[config.mk]
export PLATFORM = sky130hd
export DESIGN_NAME = fsp_status_regs
export DESIGN_NICKNAME = d
export VERILOG_FILES = /design/src/rtl/fsp_status_regs.v /design/src/rtl/fsp_sync2.v
export VERILOG_INCLUDE_DIRS = /design/src /design/src/rtl
export SDC_FILE = /design/constraint.sdc
export NUM_CORES = 1
export LEC_CHECK = 0
export ABC_AREA = 1
export BUFFER_PORTS_ARGS = -buffer_cell sky130_fd_sc_hd__buf_2
export CAP_MARGIN = 20
export CORE_UTILIZATION = 60
export DETAILED_ROUTE_END_ITERATION = 6
export PLACE_DENSITY_LB_ADDON = 0.2
export SKIP_LAST_GASP = 1
export SLEW_MARGIN = 20
export SYNTH_ARGS = -nofsm -noshare
export SYNTH_HDL_FRONTEND = slang
export SYNTH_SLANG_ARGS = --single-unit
[constraint.sdc]
create_clock -name clk_sys -period 2.68 [get_ports clk_sys]
set_input_delay 0.268 -clock clk_sys [delete_from_list [all_inputs] [get_ports clk_sys]]
set_output_delay 0.268 -clock clk_sys [all_outputs]
set_load 0.05 [all_outputs]
[src/rtl/fsp_regs.vh]
// constants for the flash status and protection block
`ifndef FSP_REGS_VH
`define FSP_REGS_VH
// ========================================
// command codes
`define FSP_OP_WRITE_UNLOCK 8'h06
`define FSP_OP_WRITE_LOCK 8'h04
`define FSP_OP_READ_LOW 8'h05
`define FSP_OP_READ_HIGH 8'h35
`define FSP_OP_STATUS_WRITE 8'h01
`define FSP_OP_PAGE_WRITE 8'h02
`define FSP_OP_UNIT4K_CLEAR 8'h20
`define FSP_OP_BLOCK32_CLEAR 8'h52
`define FSP_OP_BLOCK64_CLEAR 8'hD8
`define FSP_OP_CHIP_CLEAR_A 8'h60
`define FSP_OP_CHIP_CLEAR_B 8'hC7
`define FSP_OP_SUSPEND 8'h75
`define FSP_OP_RESUME 8'h7A
`define FSP_OP_RESET_ARM 8'h66
`define FSP_OP_RESET_GO 8'h99
// ========================================
// status bit positions (16-bit view, high byte bits 15..8)
`define FSP_BIT_BUSY 0
`define FSP_BIT_WUL 1
`define FSP_BIT_AREA_LO 2
`define FSP_BIT_AREA_HI 6
`define FSP_BIT_GUARD_LO 7
`define FSP_BIT_GUARD_HI 8
`define FSP_BIT_QUAD 9
`define FSP_BIT_WPAUSE 10
`define FSP_BIT_OTP_LO 11
`define FSP_BIT_OTP_HI 13
`define FSP_BIT_INVERT 14
`define FSP_BIT_CPAUSE 15
// ========================================
// reset values of the stored bits
`define FSP_RST_AREA 5'h0
`define FSP_RST_GUARD 2'h0
`define FSP_RST_QUAD 1'b0
`define FSP_RST_OTP 3'h0
`define FSP_RST_INVERT 1'b0
// ========================================
// timing counts in clk_sys cycles
`define FSP_PROG_CYCLES 16'h0100
`define FSP_CLEAR_CYCLES 16'h0400
`define FSP_SRW_CYCLES 16'h0040
`endif

[src/rtl/fsp_status_regs.v]
// flash status registers, command decode and write protection
`timescale 1ns/100ps
`include "fsp_regs.vh"
module fsp_status_regs #(
	parameter [15:0] PROG_CYCLES = `FSP_PROG_CYCLES,
	parameter [15:0] CLEAR_CYCLES = `FSP_CLEAR_CYCLES,
	parameter [15:0] SRW_CYCLES = `FSP_SRW_CYCLES
) (
	// clock and power-up reset
	input wire clk_sys,
	input wire rst_n,
	// serial link pins
	input wire sclk,
	input wire cs_n,
	input wire si,
	output reg so,
	output reg so_oe,
	// protect pin, data line two when quad is on
	input wire io2_in,
	output wire io2_out,
	output wire io2_oe,
	// pause pin, data line three when quad is on
	input wire io3_in,
	output wire io3_out,
	output wire io3_oe,
	// guarded-area decoder outside this block
	output reg [23:0] target_addr,
	output wire [4:0] area_guard,
	output wire invert_guard_bit,
	input wire target_guarded,
	// array engine requests
	output reg page_write_start,
	output reg clear_start,
	output reg [1:0] clear_kind,
	// mode outputs
	output wire quad_lines_on,
	output wire [2:0] otp_lock
);
	// ========================================
	// pin synchronisers
	wire sclk_s, cs_n_s, si_s, wp_s, hold_s;
	fsp_sync2 #(.WIDTH(5), .INIT(5'h0B)) u_sync (
		.clk_sys(clk_sys),
		.rst_n(rst_n),
		.d({sclk, cs_n, si, io2_in, io3_in}),
		.q({sclk_s, cs_n_s, si_s, wp_s, hold_s})
	);
	reg sclk_d, cs_d;
	always @(posedge clk_sys) begin
		if (!rst_n) begin
			sclk_d <= 1'b0;
			cs_d <= 1'b1;
		end else begin
			sclk_d <= sclk_s;
			cs_d <= cs_n_s;
		end
	end

	// ========================================
	// status storage
	reg busy_flag, write_unlock_latch;
	reg [4:0] area_q;
	reg status_guard_lo, status_guard_hi;
	reg quad_q, invert_q;
	reg otp_lock_a, otp_lock_b, otp_lock_c;
	reg clear_paused_flag, write_paused_flag;
	assign area_guard = area_q;
	assign invert_guard_bit = invert_q;
	assign quad_lines_on = quad_q;
	assign otp_lock = {otp_lock_c, otp_lock_b, otp_lock_a};
	// pins stay inputs: quad data path lives elsewhere
	assign io2_out = 1'b0;
	assign io2_oe = 1'b0;
	assign io3_out = 1'b0;
	assign io3_oe = 1'b0;
	wire [7:0] stat_lo = {status_guard_lo, area_q, write_unlock_latch, busy_flag};
	wire [7:0] stat_hi = {clear_paused_flag, invert_q, otp_lock_c, otp_lock_b, otp_lock_a,
		write_paused_flag, quad_q, status_guard_hi};

	// ========================================
	// protection decisions
	// pause starts and ends while the link clock is low; quad on ends it at any time
	reg hold_act;
	always @(posedge clk_sys) begin
		if (!rst_n || quad_q) begin
			hold_act <= 1'b0;
		end else if (!sclk_s) begin
			hold_act <= !hold_s;
		end
	end
	wire wp_level = quad_q ? 1'b1 : wp_s;
	wire [1:0] guard = {status_guard_hi, status_guard_lo};
	reg status_open;
	always @* begin
		status_open = 1'b0;
		if (guard == 2'b00) begin
			status_open = 1'b1;
		end else if (guard == 2'b01) begin
			status_open = wp_level;
		end else begin
			status_open = 1'b0;
		end
	end
	wire chip_ok = (area_q[2:0] == 3'b000 && !invert_q) ||
		(area_q[2:0] == 3'b111 && invert_q);

	// ========================================
	// serial shift-in
	wire rise = sclk_s && !sclk_d && !cs_n_s && !hold_act;
	wire fall = !sclk_s && sclk_d && !cs_n_s && !hold_act;
	wire cs_rise = cs_n_s && !cs_d;
	reg [7:0] shin, opcode, data_lo, data_hi;
	reg [2:0] bit_cnt;
	reg [2:0] byte_cnt;
	reg reset_armed;
	wire [7:0] next_shin = {shin[6:0], si_s};
	always @(posedge clk_sys) begin
		if (!rst_n || cs_rise) begin
			shin <= 8'h00;
			bit_cnt <= 3'h0;
			byte_cnt <= 3'h0;
		end else if (rise) begin
			shin <= next_shin;
			bit_cnt <= bit_cnt + 3'h1;
			if (bit_cnt == 3'h7 && byte_cnt != 3'h7) begin
				byte_cnt <= byte_cnt + 3'h1;
			end
		end
	end
	always @(posedge clk_sys) begin
		if (!rst_n) begin
			opcode <= 8'h00;
			data_lo <= 8'h00;
			data_hi <= 8'h00;
			target_addr <= 24'h00_0000;
		end else if (rise && bit_cnt == 3'h7) begin
			if (byte_cnt == 3'h0) begin
				opcode <= next_shin;
			end else if (byte_cnt == 3'h1) begin
				data_lo <= next_shin;
				target_addr[23:16] <= next_shin;
			end else if (byte_cnt == 3'h2) begin
				data_hi <= next_shin;
				target_addr[15:8] <= next_shin;
			end else if (byte_cnt == 3'h3) begin
				target_addr[7:0] <= next_shin;
			end
		end
	end

	// ========================================
	// status read-out on falling edges
	reg [7:0] shout;
	reg [2:0] out_cnt;
	reg rd_high;
	reg rd_on;
	always @(posedge clk_sys) begin
		if (!rst_n || cs_rise) begin
			so <= 1'b0;
			rd_on <= 1'b0;
			shout <= 8'h00;
			out_cnt <= 3'h0;
			rd_high <= 1'b0;
		end else if (rise && bit_cnt == 3'h7 && byte_cnt == 3'h0) begin
			if (next_shin == `FSP_OP_READ_LOW || next_shin == `FSP_OP_READ_HIGH) begin
				rd_on <= 1'b1;
				rd_high <= (next_shin == `FSP_OP_READ_HIGH);
				shout <= (next_shin == `FSP_OP_READ_HIGH) ? stat_hi : stat_lo;
				out_cnt <= 3'h0;
			end
		end else if (fall && rd_on) begin
			so <= shout[7];
			out_cnt <= out_cnt + 3'h1;
			if (out_cnt == 3'h7) begin
				shout <= rd_high ? stat_hi : stat_lo;
			end else begin
				shout <= {shout[6:0], 1'b0};
			end
		end
	end

	// output let go while a pause is in force
	always @(posedge clk_sys) begin
		if (!rst_n || cs_rise) begin
			so_oe <= 1'b0;
		end else begin
			so_oe <= rd_on && !hold_act;
		end
	end

	// ========================================
	// command execution at chip select release
	localparam ST_IDLE = 2'd0;
	localparam ST_PROG = 2'd1;
	localparam ST_CLEAR = 2'd2;
	localparam ST_SRW = 2'd3;
	reg [1:0] state, saved_state;
	reg [15:0] busy_cnt;
	wire framed = (bit_cnt == 3'h0) && (byte_cnt != 3'h0);
	wire is_clear = opcode == `FSP_OP_UNIT4K_CLEAR || opcode == `FSP_OP_BLOCK32_CLEAR ||
		opcode == `FSP_OP_BLOCK64_CLEAR;
	wire is_chip = opcode == `FSP_OP_CHIP_CLEAR_A || opcode == `FSP_OP_CHIP_CLEAR_B;
	wire paused = clear_paused_flag || write_paused_flag;
	// suspend only while an array operation still has cycles left
	wire susp_ok = (state == ST_PROG || state == ST_CLEAR) && busy_cnt != 16'h0001;
	// write-type requests before the guard checks
	wire srw_req = opcode == `FSP_OP_STATUS_WRITE && write_unlock_latch &&
		byte_cnt >= 3'h2 && !paused;
	wire pw_req = opcode == `FSP_OP_PAGE_WRITE && write_unlock_latch &&
		byte_cnt >= 3'h5 && !write_paused_flag;
	wire clr_req = is_clear && write_unlock_latch && byte_cnt == 3'h4 && !paused;
	wire chip_req = is_chip && write_unlock_latch && byte_cnt == 3'h1 && !paused;
	// size code handed to the clear engine
	reg [1:0] clear_code;
	always @* begin
		if (opcode == `FSP_OP_UNIT4K_CLEAR) begin
			clear_code = 2'd0;
		end else if (opcode == `FSP_OP_BLOCK32_CLEAR) begin
			clear_code = 2'd1;
		end else begin
			clear_code = 2'd2;
		end
	end
	// select released in a pause clears the frame without acting
	wire exec = cs_rise && framed && !hold_act;
	always @(posedge clk_sys) begin
		if (!rst_n) begin
			state <= ST_IDLE;
			saved_state <= ST_IDLE;
			busy_cnt <= 16'h0000;
			busy_flag <= 1'b0;
			write_unlock_latch <= 1'b0;
			area_q <= `FSP_RST_AREA;
			{status_guard_hi, status_guard_lo} <= `FSP_RST_GUARD;
			quad_q <= `FSP_RST_QUAD;
			invert_q <= `FSP_RST_INVERT;
			{otp_lock_c, otp_lock_b, otp_lock_a} <= `FSP_RST_OTP;
			clear_paused_flag <= 1'b0;
			write_paused_flag <= 1'b0;
			reset_armed <= 1'b0;
			page_write_start <= 1'b0;
			clear_start <= 1'b0;
			clear_kind <= 2'd0;
		end else begin
			page_write_start <= 1'b0;
			clear_start <= 1'b0;
			if (state != ST_IDLE) begin
				if (busy_cnt == 16'h0001) begin
					state <= ST_IDLE;
					busy_flag <= 1'b0;
				end
				busy_cnt <= busy_cnt - 16'h0001;
			end
			if (exec) begin
				reset_armed <= (opcode == `FSP_OP_RESET_ARM);
				if (opcode == `FSP_OP_RESET_GO && reset_armed) begin
					state <= ST_IDLE;
					busy_flag <= 1'b0;
					write_unlock_latch <= 1'b0;
					clear_paused_flag <= 1'b0;
					write_paused_flag <= 1'b0;
				end else if (opcode == `FSP_OP_SUSPEND && susp_ok) begin
					saved_state <= state;
					state <= ST_IDLE;
					busy_flag <= 1'b0;
					clear_paused_flag <= (state == ST_CLEAR);
					write_paused_flag <= (state == ST_PROG);
				end else if (opcode == `FSP_OP_RESUME && paused && state == ST_IDLE) begin
					state <= saved_state;
					busy_flag <= 1'b1;
					clear_paused_flag <= 1'b0;
					write_paused_flag <= 1'b0;
				end else if (state == ST_IDLE) begin
					if (opcode == `FSP_OP_WRITE_UNLOCK) begin
						write_unlock_latch <= 1'b1;
					end else if (opcode == `FSP_OP_WRITE_LOCK) begin
						write_unlock_latch <= 1'b0;
					end else if (srw_req) begin
						write_unlock_latch <= 1'b0;
						if (status_open) begin
							// busy, latch and paused flags ignore written data
							area_q <= data_lo[`FSP_BIT_AREA_HI:`FSP_BIT_AREA_LO];
							status_guard_lo <= data_lo[`FSP_BIT_GUARD_LO];
							if (byte_cnt >= 3'h3) begin
								status_guard_hi <= data_hi[`FSP_BIT_GUARD_HI - 8];
								quad_q <= data_hi[`FSP_BIT_QUAD - 8];
								invert_q <= data_hi[`FSP_BIT_INVERT - 8];
								otp_lock_a <= otp_lock_a | data_hi[`FSP_BIT_OTP_LO - 8];
								otp_lock_b <= otp_lock_b | data_hi[`FSP_BIT_OTP_LO - 7];
								otp_lock_c <= otp_lock_c | data_hi[`FSP_BIT_OTP_HI - 8];
							end
							state <= ST_SRW;
							busy_cnt <= SRW_CYCLES;
							busy_flag <= 1'b1;
						end
					end else if (pw_req) begin
						write_unlock_latch <= 1'b0;
						if (!target_guarded) begin
							page_write_start <= 1'b1;
							state <= ST_PROG;
							busy_cnt <= PROG_CYCLES;
							busy_flag <= 1'b1;
						end
					end else if (clr_req) begin
						write_unlock_latch <= 1'b0;
						if (!target_guarded) begin
							clear_start <= 1'b1;
							clear_kind <= clear_code;
							state <= ST_CLEAR;
							busy_cnt <= CLEAR_CYCLES;
							busy_flag <= 1'b1;
						end
					end else if (chip_req) begin
						write_unlock_latch <= 1'b0;
						if (chip_ok) begin
							clear_start <= 1'b1;
							clear_kind <= 2'd3;
							state <= ST_CLEAR;
							busy_cnt <= CLEAR_CYCLES;
							busy_flag <= 1'b1;
						end
					end
				end
			end
		end
	end
endmodule

[src/rtl/fsp_sync2.v]
// two-flop synchroniser for pin inputs
`timescale 1ns/100ps
module fsp_sync2 #(
	parameter WIDTH = 1,
	parameter [WIDTH-1:0] INIT = {WIDTH{1'b1}}
) (
	// clock and reset
	input wire clk_sys,
	input wire rst_n,
	// data
	input wire [WIDTH-1:0] d,
	output reg [WIDTH-1:0] q
);
	reg [WIDTH-1:0] meta;
	always @(posedge clk_sys) begin
		if (!rst_n) begin
			meta <= INIT;
			q <= INIT;
		end else begin
			meta <= d;
			q <= meta;
		end
	end
endmodule

# Yosys cells after proc, flatten, opt, wreduce, memory -nomap -nowiden
# Index checks and enable logic that the tools add are counted.
dict set report totals {
  mem_count 0
  output_inout_bits 44
  mem_bits_rw 0
  elab_cells 261
  latch_bits 0
  mem_bits_ro 0
  reg_bits 114
}
dict set report op_classes {
  bitwise 17
  add_sub_neg 4
  eq_ne 32
  shifts 0
  reduce_logical 82
  n_mux 86
  mul 0
  n_div 0
  magnitude_cmp 3
}
# op n
set op_table {}
lappend op_table {{$mux 16} 16}
lappend op_table {{$mux 8} 6}
lappend op_table {{$mux 2} 23}
lappend op_table {{$eq 8x7->1 const B} 5}
lappend op_table {{$mux 1} 38}
lappend op_table {{$logic_and 1x1->1} 34}
lappend op_table {{$eq 8x3->1 const B} 3}
lappend op_table {{$eq 8x8->1 const B} 3}
lappend op_table {{$reduce_or 10->1} 2}
lappend op_table {{$eq 16x1->1 const B} 1}
lappend op_table {{$eq 8x6->1 const B} 2}
lappend op_table {{$ne 16x1->1 const B} 1}
lappend op_table {{$sub 16x1->16 const B} 1}
lappend op_table {{$not 1->1} 14}
lappend op_table {{$eq 3x3->1 const B} 4}
lappend op_table {{$reduce_and 12->1} 1}
lappend op_table {{$reduce_and 2->1} 6}
lappend op_table {{$logic_not 1->1} 10}
lappend op_table {{$reduce_and 10->1} 1}
lappend op_table {{$reduce_and 5->1} 2}
lappend op_table {{$reduce_bool 2->1} 5}
lappend op_table {{$add 3x1->3 const B} 3}
lappend op_table {{$logic_not 3->1} 3}
lappend op_table {{$logic_or 1x1->1} 9}
lappend op_table {{19 further kinds} 31}

# Depth between registers and ports, before layout
# Gate-level depths: netlist of run 1.
dict set report depth {
  ltp_word 16
  mapped_depth 15
  mapped_depth_nobuf 15
}

# Hierarchy
# Synthesis of run 1 repeated with hierarchy kept, for this count alone.
dict set report hier_totals {
  cells_unflattened 789
  area_unflattened_um2 5586.6
}
# module area_each_um2 n_inst cells_per_inst seq_area_each_um2
set by_module_without_submodules {}
lappend by_module_without_submodules {fsp_status_regs 5300.1 1 758 2082.0}
lappend by_module_without_submodules {fsp_sync2 286.5 1 31 200.2}

# Worst setup path after synthesis of run 1
# No wires, ideal clock.
dict set report synth_timing {
  path_type {flip-flop to flip-flop}
  from {register byte_cnt[0]}
  to {register area_q[0] (netlist: area_guard[0])}
  path_stages_with_launch 13
  t_required_ns 2.560
  arrival_ns 1.688
  n_path_buf 0
  setup_time_ns 0.120
  path_slack_ns 0.872
  path_cell_list {dfxtp_1 inv_1 ha_1 inv_1 nor2_2 nor2_2 nand3_2 clkinv_4 nand2_4 nor3_4 inv_2 o21ai_0 a21oi_1}
}
dict set report synth_via {
  elab_chain_cells 5
  word_cells_on_any_way 8
  classes_between {order compare (1); reduce/logical (7)}
}
# item line
set synth_lines {}
lappend synth_lines {{from (decl)} fsp_status_regs.v:114} ;# reg [2:0] byte_cnt;
lappend synth_lines {{from (signal assigned)} fsp_status_regs.v:126} ;# byte_cnt <= byte_cnt + 3'h1;
lappend synth_lines {{branches (longest 4 deep; another with $ge 3x2->1)} n/a}
lappend synth_lines {{$reduce_and 9->1 (no source line) *} n/a}
lappend synth_lines {{to (signal assigned)} fsp_status_regs.v:233} ;# area_q <= `FSP_RST_AREA;
lappend synth_lines {{to (signal assigned)} fsp_status_regs.v:282} ;# area_q <= data_lo[`FSP_BIT_AREA_HI:`FSP_BIT_AREA_LO];
lappend synth_lines {{to (decl)} fsp_status_regs.v:62} ;# reg [4:0] area_q;
# Mark *: on every way between the ends.
# A chain may end at the register's enable or synchronous reset.

# Worst setup path after layout of run 1
dict set report layout_timing {
  from {register byte_cnt[0]}
  to {register area_q[1] (netlist: area_guard[1])}
}
# Same word-level chain as after synthesis.

==> results.json, run 1 <==
{
  "layout-area-overhead-vs-synth_pct": 14.83,
  "power.switching_uw": 917.8,
  "rsz0062_at_grt": "no",
  "fin_setup_tns_ps": 0,
  "wire_per_inst_um": 15.14,
  "grt_pass1_vias": 5188,
  "clockBufferDepth": 2,
  "tritoncts": "yes",
  "die_x_um": 99.13,
  "rrSetupSlack_ps": 410,
  "synth.avg_cell_area_um2": 7.014,
  "setup_viol": 0,
  "antenna_found_initial": 0,
  "clock-sinks": 114,
  "ir_worst_vdd_uv": 442.7,
  "diodes": 0,
  "track_usage_pct": 31.85,
  "via_per_inst": 5.566,
  "timing.rr.end": "area_guard[1]",
  "clock.fmax_mhz": 440.3,
  "dp_hpwl_um": 10630,
  "clk_latency_ps": 520,
  "ant_nets": 0,
  "die_h_um": 99.13,
  "status": "finished clean",
  "htreeDepth": 4,
  "rows": 35,
  "synth_edf_count": 0,
  "crit_fanout": 10,
  "synth_cell_type_count": 39,
  "syn-instance-count": 807,
  "hold_buffers": 5,
  "drc_errors": 0,
  "overflow": 0,
  "cts_setup_buffers": 0,
  "drv_cap": 0,
  "reg2reg_from": "byte_cnt[0]",
  "core_mm2": 0.009196,
  "reg2regPathDepth": 12,
  "crit_path_start_kind": "flop",
  "first_pass_iters": 5,
  "netlist_area_mm2": 0.005660,
  "grt_max_degree": 65,
  "first_iter_violations": 374,
  "num_vias": 5449,
  "required_ps": 3080,
  "whs_endpoint": "busy_cnt[10]",
  "grt_pass1_wl_um": 24520,
  "p_int_uw": 2867,
  "synthArstFlopShare_pct": 0,
  "critPathKind": "reg2reg",
  "synth-seq-area-share_pct": 40.32,
  "io_pins": 52,
  "slew_headroom_pct": 44.00,
  "synth_ff_type": "dfxtp_1",
  "p_leak_uw": 0.002991,
  "hp-class": "in2reg",
  "drv_slew": 0,
  "worst_setup_path_end_kind": "flop",
  "hold_viol_final": 0,
  "p_sw_share_pct": 24.25,
  "ys_ff_latch": 114,
  "cp.arrival_ps": 2670,
  "ys_warn_count": 0,
  "worst_pin_slew_ps": 833.7,
  "post_cts_resized": 0,
  "power.density_mw_per_mm2": 582.3,
  "drive_above_1_share_pct": 14.52,
  "layout_worst_path_cycle_share_pct": 84.74,
  "seq_power_share_pct": 45.2,
  "total_power_uw": 3785,
  "die_area_mm2": 0.009827,
  "cts-root-buf": "clkbuf_8",
  "combinationalPowerShare_pct": 2.3,
  "period_minus_slack_ps": 2271,
  "hold_depth": 4,
  "skew_ps": 12.66,
  "gp_congestion": 0.9756,
  "hold_path_startpoint": "target_guarded",
  "drt-total-wl_um": 14820,
  "port_buffers": 47,
  "clk_pin_slew_worst_paths_ps": 60,
  "fin_nets": 880,
  "start_util_pct": 61.55,
  "cts_buffers": 17,
  "power_frac_clock_pct": 52.5
}
-- area by class of cell --
| type | count | area [µm²] |
|---|---|---|
| well taps | 111 | 138.9 |
| flip-flops and latches | 114 | 2282 |
| multi-input cells | 555 | 2811 |
| fillers | 789 | 2696 |
| inverters | 110 | 417.9 |
| repair buffers | 58 | 330.3 |
| clock buffers | 17 | 414.1 |
| clock inverters | 14 | 105.1 |
-- worst max-delay path: stages (launching register included) --
cell and delay (ps):
dfxtp_1 420, inv_1 120, ha_1 230, inv_1 70, nor2_2 50, nor2_2 100
nand3_2 120, clkinv_4 130, nand2_4 80, nor3_4 370, inv_2 140, o21ai_0 240
a21oi_1 70
-- sequential cells by signal, indices dropped and copies added, names as in the netlist, 2 cells and up --
signal	count
target_addr	16
busy_cnt	16
clear_kind	2
u_sync.q	5
byte_cnt	3
data_lo	8
area_guard	5
state	2
shout	8
opcode	8
out_cnt	3
saved_state	2
shin	7
u_sync.meta	5
bit_cnt	3
-- cell usage after synthesis, drive strengths merged, types with 4 or more instances --
library cell	count	area, µm²
or2	8	50.05
xor2	8	70.07
o21ai	89	445.4
clkbuf	16	60.06
nand4	11	68.82
nand2	146	578.1
dfxtp	114	2282
nor3	13	76.33
a21oi	99	518.0
ha	16	200.2
inv	109	409.1
nand3	42	220.2
buf	15	100.1
nor2	101	421.7
a211oi	4	30.03
-- power by group through the flow --
stage	Sequential [µW]	Combinational [µW]	Clock [µW]
2_1_floorplan	1750	62.1	0
3_3_place_gp	1750	76.6	0
3_5_place_dp	1750	78.1	0
4_1_cts	1710	84.3	2000
5_1_grt	1710	95.0	2090
6_report	1710	85.9	1990
-- placed cells by master, fill, tap and decap left out, types with 4 or more instances in the layout --
cell	netlist	routed
a211oi_1	4	4
a21oi_1	93	93
a21oi_2	6	6
buf_2	5	47
buf_4	8	6
clkbuf_16	0	16
clkinvlp_4	0	5
conb_1	1	4
dfxtp_1	114	114
dlygate4sd3_1	0	5
ha_1	16	16
inv_1	101	101
inv_2	8	8
inv_6	0	5
nand2_1	140	140
nand3_1	40	40
nand4_1	11	11
nor2_1	92	92
nor2_2	5	5
nor2_4	4	4
nor3_1	12	12
o21ai_0	86	86
or2_2	8	8
xor2_1	8	8
-- per-layer routing --
metal  track usage [%]  part of all wire, %  vias up
met5                 0                    0        -
met1             43.02                   46     2504
met3             7.449                  7.9       22
li1                  -                    -     2708
met2             50.19                   45      215
met4             11.31                  1.5        0
-- stage by stage --
step / util [%] / cells / hold WS [ps] / setup slack (ps) / area [µm²]
after floorplan: - / 810 / 365.6 / 871.6 / 5672
after global placement: 64.49 / 943 / 394.8 / 544.8 / 5931
after detailed placement: 64.49 / 943 / 397.9 / 452.5 / 5931
after CTS: 70.68 / 979 / 122.0 / 431.1 / 6500
after global routing: 70.68 / 979 / 154.1 / 195.4 / 6500
final: 70.68 / 979 / 143.0 / 409.0 / 6500
-- how the worst max path moves through the flow --
stage	depth (start not counted)	endpoint	startpoint	slack [ps]
2_1_floorplan	12	area_guard[0]	byte_cnt[0]	870
3_3_place_gp	12	area_guard[0]	byte_cnt[0]	540
3_5_place_dp	12	area_guard[1]	byte_cnt[0]	450
4_1_cts	12	area_guard[1]	byte_cnt[0]	430
5_1_grt	10	target_addr[13]	u_sync.q[4]	200
6_report	12	area_guard[1]	byte_cnt[0]	410
-- cells by family (layout without fill, tap and decap cells) --
| family | Yosys count | in the layout | synth area share, % |
|---|---|---|---|
| adder cells (fa/ha/maj) | 16 | 16 | 3.537 |
| other | 1 | 4 | 0.06625 |
| buffers and inverters | 141 | 199 | 10.21 |
| flip-flops | 114 | 114 | 40.32 |
| AO/OA/AOI/OAI | 201 | 201 | 18.74 |
| XOR/XNOR | 9 | 9 | 1.393 |
| AND/OR/NAND/NOR | 325 | 325 | 25.73 |
(Power assumes the default switching activity.)
==> run 2: changes to the inputs <==
CORE_UTILIZATION = 59   (was 60)
clock period = 2.1 ns   (was 2.68 ns; I/O delays follow)
==> run 2 against run 1 <==
  * Die area rose by 1.7%
  * Largest power group unchanged
  * Maximum frequency rose by 14%
  * Wire length rose by 3.7%
  * Setup slack got worse by 310 ps
  * Core utilization rose by 1.3 points
  * Register-to-register slack got worse by 310 ps
  * First-iteration DRC count rose by 7.2%
  * Largest cell class unchanged
  * Non-clock buffer count rose by 12
  * Sequential share of layout area fell by 0.85 points
  * Clock skew barely moved
==> results.json, run 2 (synthesized netlist as in run 1, its figures left out) <==
{
  "fillers": 817,
  "rows": 35,
  "drv_cap": 0,
  "final_cell_mix": "nand2_1, dfxtp_1, inv_1",
  "whs_endpoint": "busy_cnt[10]",
  "reg2regPathDepth": 11,
  "worst_setup_path_end_kind": "flop",
  "start_util_pct": 60.97,
  "io_pins": 52,
  "port_buffers": 47,
  "gp_congestion": 1.012,
  "grt_pass1_vias": 5160,
  "timing.hold.ws_ps": 113.2,
  "wire_per_inst_um": 15.21,
  "drive_above_1_share_pct": 16.69,
  "layout.cells.most_common": "nand2_1",
  "setup_viol": 0,
  "overflow": 0,
  "fin_nets": 892,
  "clk_latency_ps": 510,
  "clock-sinks": 114,
  "cts_buffers": 17,
  "hp-class": "in2reg",
  "grt_max_degree": 65,
  "dp_hpwl_um": 10810,
  "cp.arrival_ps": 2400,
  "core_mm2": 0.009284,
  "fin_area_mm2": 0.006679,
  "dp.cells": 967,
  "seqCellArea_mm2": 0.002288,
  "num_vias": 5549,
  "first_pass_iters": 6,
  "place_area_mm2": 0.005998,
  "period_minus_slack_ps": 2001,
  "clock.fmax_mhz": 499.8,
  "tritoncts": "yes",
  "multi_input_area_mm2": 0.002834,
  "status": "finished clean",
  "instances_no_fill": 1010,
  "dp_slack_ps": 20.04,
  "layout_worst_path_cycle_share_pct": 95.27,
  "timing.rr.end": "busy_cnt[9]",
  "track_usage_pct": 32.02,
  "skew_ps": 12.66,
  "p_leak_uw": 0.003077,
  "drv_slew": 0,
  "hold_path_startpoint": "target_guarded",
  "critPathKind": "reg2reg",
  "crit_path_start_kind": "flop",
  "diodes": 0,
  "ir_worst_vdd_uv": 654.9,
  "hold_depth": 4,
  "slew_headroom_pct": 61.60,
  "clk_pin_slew_worst_paths_ps": 60,
  "drt-total-wl_um": 15360,
  "worst_pin_slew_ps": 576.0,
  "rsz0062_at_grt": "yes",
  "required_ps": 2500,
  "die_h_um": 99.95,
  "htreeDepth": 4,
  "cts-root-buf": "clkbuf_8",
  "via_per_inst": 5.494,
  "clockBufferDepth": 2,
  "layout-area-overhead-vs-synth_pct": 17.99,
  "crit_fanout": 8,
  "grt_pass1_wl_um": 25010,
  "ant_nets": 0,
  "power.density_mw_per_mm2": 747.3,
  "die_area_mm2": 0.009990,
  "drc_errors": 0,
  "setup_slack_ps": 99.36,
  "rrSetupSlack_ps": 100,
  "die_x_um": 99.95,
  "hold_viol_final": 0,
  "first_iter_violations": 401,
  "reg.largest.list": "busy_cnt x16, target_addr x16",
  "antenna_found_initial": 0,
  "reg2reg_from": "busy_cnt[1]"
}
-- run 2: worst max-delay path by stage --
| stage | from | to | slack (ps) | cells past startpoint |
|---|---|---|---|---|
| global placement | byte_cnt[1] | busy_cnt[13] | 130 | 10 |
| detailed placement | byte_cnt[0] | status_guard_lo | 20 | 12 |
| global route | byte_cnt[0] | area_guard[4] | -10 | 10 |
| finish | busy_cnt[1] | busy_cnt[9] | 100 | 11 |
| floorplan | byte_cnt[0] | area_guard[0] | 290 | 12 |
| CTS | byte_cnt[0] | status_guard_lo | 20 | 12 |
-- run 2: cell type report --
| cell class | instances | area share, % |
|---|---|---|
| multi-input combinational | 555 | 42.43 |
| tap | 129 | 2.417 |
| clock inverter | 13 | 1.873 |
| inverter | 110 | 6.257 |
| clock buffer | 19 | 6.463 |
| timing repair buffer | 70 | 6.294 |
| sequential | 114 | 34.26 |
-- run 2: per-stage QoR --
stage / power, µW / util [%] / setup TNS, ps
after floorplan: 2307 / - / 0
after global placement: 2329 / 64.61 / 0
after detailed placement: 2331 / 64.61 / 0
after CTS: 4998 / 71.23 / 0
after global routing: 5125 / 71.94 / -24.15
final: 4991 / 71.94 / 0
-- run 2: metal layers --
metal	wire [µm]	track usage [%]
met1	7037	44.82
met2	6963	49.92
met3	1126	5.641
met4	235	10.97
met5	0	0
-- run 2: report_power, final --
part	total, µW	internal (µW)	switching [µW]
Sequential	2180	2170	8.06
Clock	2700	1620	1080
Combinational	111	32.3	79.0
-- run 2: what timing repair did --
item / 4_1_cts / 5_1_grt
pin swaps: 1 / 3
hold buffers: 5 / 0
cloned: 0 / 0
setup buffers: 1 / 5
resized for setup: 0 / 11
setup endpoints to repair: 1 / 31
endpoints found under the hold margin: 5 / 0
-- run 2: critical path, stage by stage (launching register included) --
cell and delay, ps:
dfxtp_1 310, inv_1 90, ha_1 210, nand2_1 70, nor3_1 200, nand3_1 220, nand2_1 200, nand2_4 120
nor2_4 130, nand2_1 170, nand2_1 130, inv_1 40
==> run 3: changes to the inputs <==
CTS_BUF_LIST = sky130_fd_sc_hd__clkbuf_16   (was not set)
PLACE_DENSITY_LB_ADDON = 0.15   (was 0.2)
==> run 3 against run 2 <==
  * Global-route usage shrank 0.99 points
  * Count of clock-buffer cells in the layout is 2 lower
  * Design area is 1.6% higher
  * Die area is the same
  * Setup slack better by 43 ps
  * Combinational power hardly changed
  * Power up 5.6%
  * First-iteration DRC count increased by 7.2%
  * Non-clock buffer count up 5
  * Wire length fell by 2.8%
  * Register-to-register slack better by 40 ps
  * Critical endpoint is now invert_guard_bit
==> results.json, run 3 (synthesized netlist as in run 1, its figures left out) <==
{
  "status": "finished clean",
  "worst_setup_path_end_kind": "flop",
  "core_mm2": 0.009284,
  "antenna_found_initial": 0,
  "final_cell_mix": "nand2_1, dfxtp_1, inv_1",
  "fin_nets": 898,
  "num_vias": 5593,
  "track_usage_pct": 31.04,
  "hold_path_startpoint": "target_guarded",
  "timing.critical_path.from": "opcode[0]",
  "die_h_um": 99.95,
  "tritoncts": "yes",
  "io_pins": 52,
  "rows": 35,
  "clockBufferDepth": 2,
  "layout.cells.most_common": "nand2_1",
  "dp_hpwl_um": 10360,
  "critPathKind": "reg2reg",
  "fin_area_mm2": 0.006787,
  "drc_errors": 0,
  "drv_cap": 0,
  "hold_viol_final": 0,
  "crit_fanout": 7,
  "skew_ps": 9.004,
  "gp_congestion": 0.9717,
  "slew_headroom_pct": 62.51,
  "clk_latency_ps": 410,
  "period_minus_slack_ps": 1958,
  "fillers": 802,
  "clk_pin_slew_worst_paths_ps": 60,
  "die_area_mm2": 0.009990,
  "setup_viol": 0,
  "drive_above_1_share_pct": 17.02,
  "wire_per_inst_um": 14.70,
  "clock.fmax_mhz": 510.7,
  "required_ps": 2380,
  "die_x_um": 99.95,
  "cp.arrival_ps": 2240,
  "ir_worst_vdd_uv": 510.9,
  "layout-area-overhead-vs-synth_pct": 19.89,
  "via_per_inst": 5.505,
  "diodes": 0,
  "cts-root-buf": "clkbuf_16",
  "overflow": 0,
  "htreeDepth": 4,
  "grt_max_degree": 65,
  "ant_nets": 0,
  "port_buffers": 47,
  "drv_slew": 0,
  "fin_setup_tns_ps": 0,
  "worst_pin_slew_ps": 562.3,
  "drt-total-wl_um": 14930,
  "clock-sinks": 114,
  "hp-class": "in2reg",
  "cts_buffers": 17,
  "p_leak_uw": 0.003128,
  "power.density_mw_per_mm2": 776.5,
  "crit_path_start_kind": "flop",
  "first_pass_iters": 5,
  "layout_worst_path_cycle_share_pct": 93.23,
  "place_area_mm2": 0.006006,
  "reg2reg_from": "opcode[0]",
  "start_util_pct": 60.97,
  "reg.largest.list": "busy_cnt x16, target_addr x16",
  "grt_pass1_vias": 5060,
  "first_iter_violations": 430,
  "grt_pass1_wl_um": 24280
}
-- run 3: report_power, final --
group | total (µW) | internal [µW] | switching [µW]
logic | 111 | 32.7 | 78.6
registers | 2180 | 2180 | 7.29
clock network | 2980 | 1880 | 1100
total | 5270 | 4080 | 1190
-- run 3: final cells by class --
type / count / area [µm²] / area share, %
Clock buffer: 17 / 425.4 / 6.268
Clock inverter: 15 / 178.9 / 2.636
Inverter: 110 / 417.9 / 6.158
Multi-Input combinational cell: 555 / 2838 / 41.81
Sequential cell: 114 / 2287 / 33.70
Tap cell: 129 / 161.4 / 2.378
Timing Repair Buffer: 75 / 470.5 / 6.932
Timing Repair inverter: 1 / 7.507 / 0.1106
-- run 3: repair_timing --
| action | in CTS | in global routing |
|---|---|---|
| pin swaps | 1 | 5 |
| gates resized for setup | 0 | 18 |
| setup buffers | 1 | 9 |
| gates cloned | 0 | 1 |
| hold buffers | 5 | 0 |
| hold endpoints to repair | 5 | 0 |
| setup endpoints to repair | 2 | 43 |
-- run 3: routing by layer --
metal	GRT usage, %	vias to the layer above	part of all wire [%]
met4	11.20	0	1.8
met5	0	-	0
met2	47.80	257	45
li1	-	2749	-
met3	5.571	31	7.9
met1	43.57	2556	45
-- run 3: per-stage QoR --
step | cells | util [%] | hold slack (ps) | worst slack, ps | total power, µW
floorplan | 810 | - | 307.6 | 291.6 | 2307
global placement | 968 | 64.69 | 392.6 | 140.5 | 2329
detailed placement | 968 | 64.69 | 396.3 | 30.36 | 2331
CTS | 1006 | 71.82 | 195.9 | 3.879 | 5277
global route | 1016 | 73.10 | 242.4 | -28.60 | 5407
finish | 1016 | 73.10 | 229.2 | 142.1 | 5270
-- run 3: worst paths after layout --
| check | slack [ps] | depth (start not counted) | to |
|---|---|---|---|
| worst min register to register | 410 | 2 | u_sync.q[2] |
| worst max register to register | 140 | 11 | invert_guard_bit |
| worst max-delay path | 140 | 11 | invert_guard_bit |
| worst min-delay path | 230 | 4 | clear_start |
-- run 3: critical path, cell delays in order (launching register included) --
cell and delay, ps:
dfxtp_1 360, inv_2 90, nor2_4 120, nand2_1 100, nor2_1 110, nand4_1 200, buf_4 220, nor3_4 210
buf_12 150, nand2_4 70, o21ai_1 140, a21oi_1 60
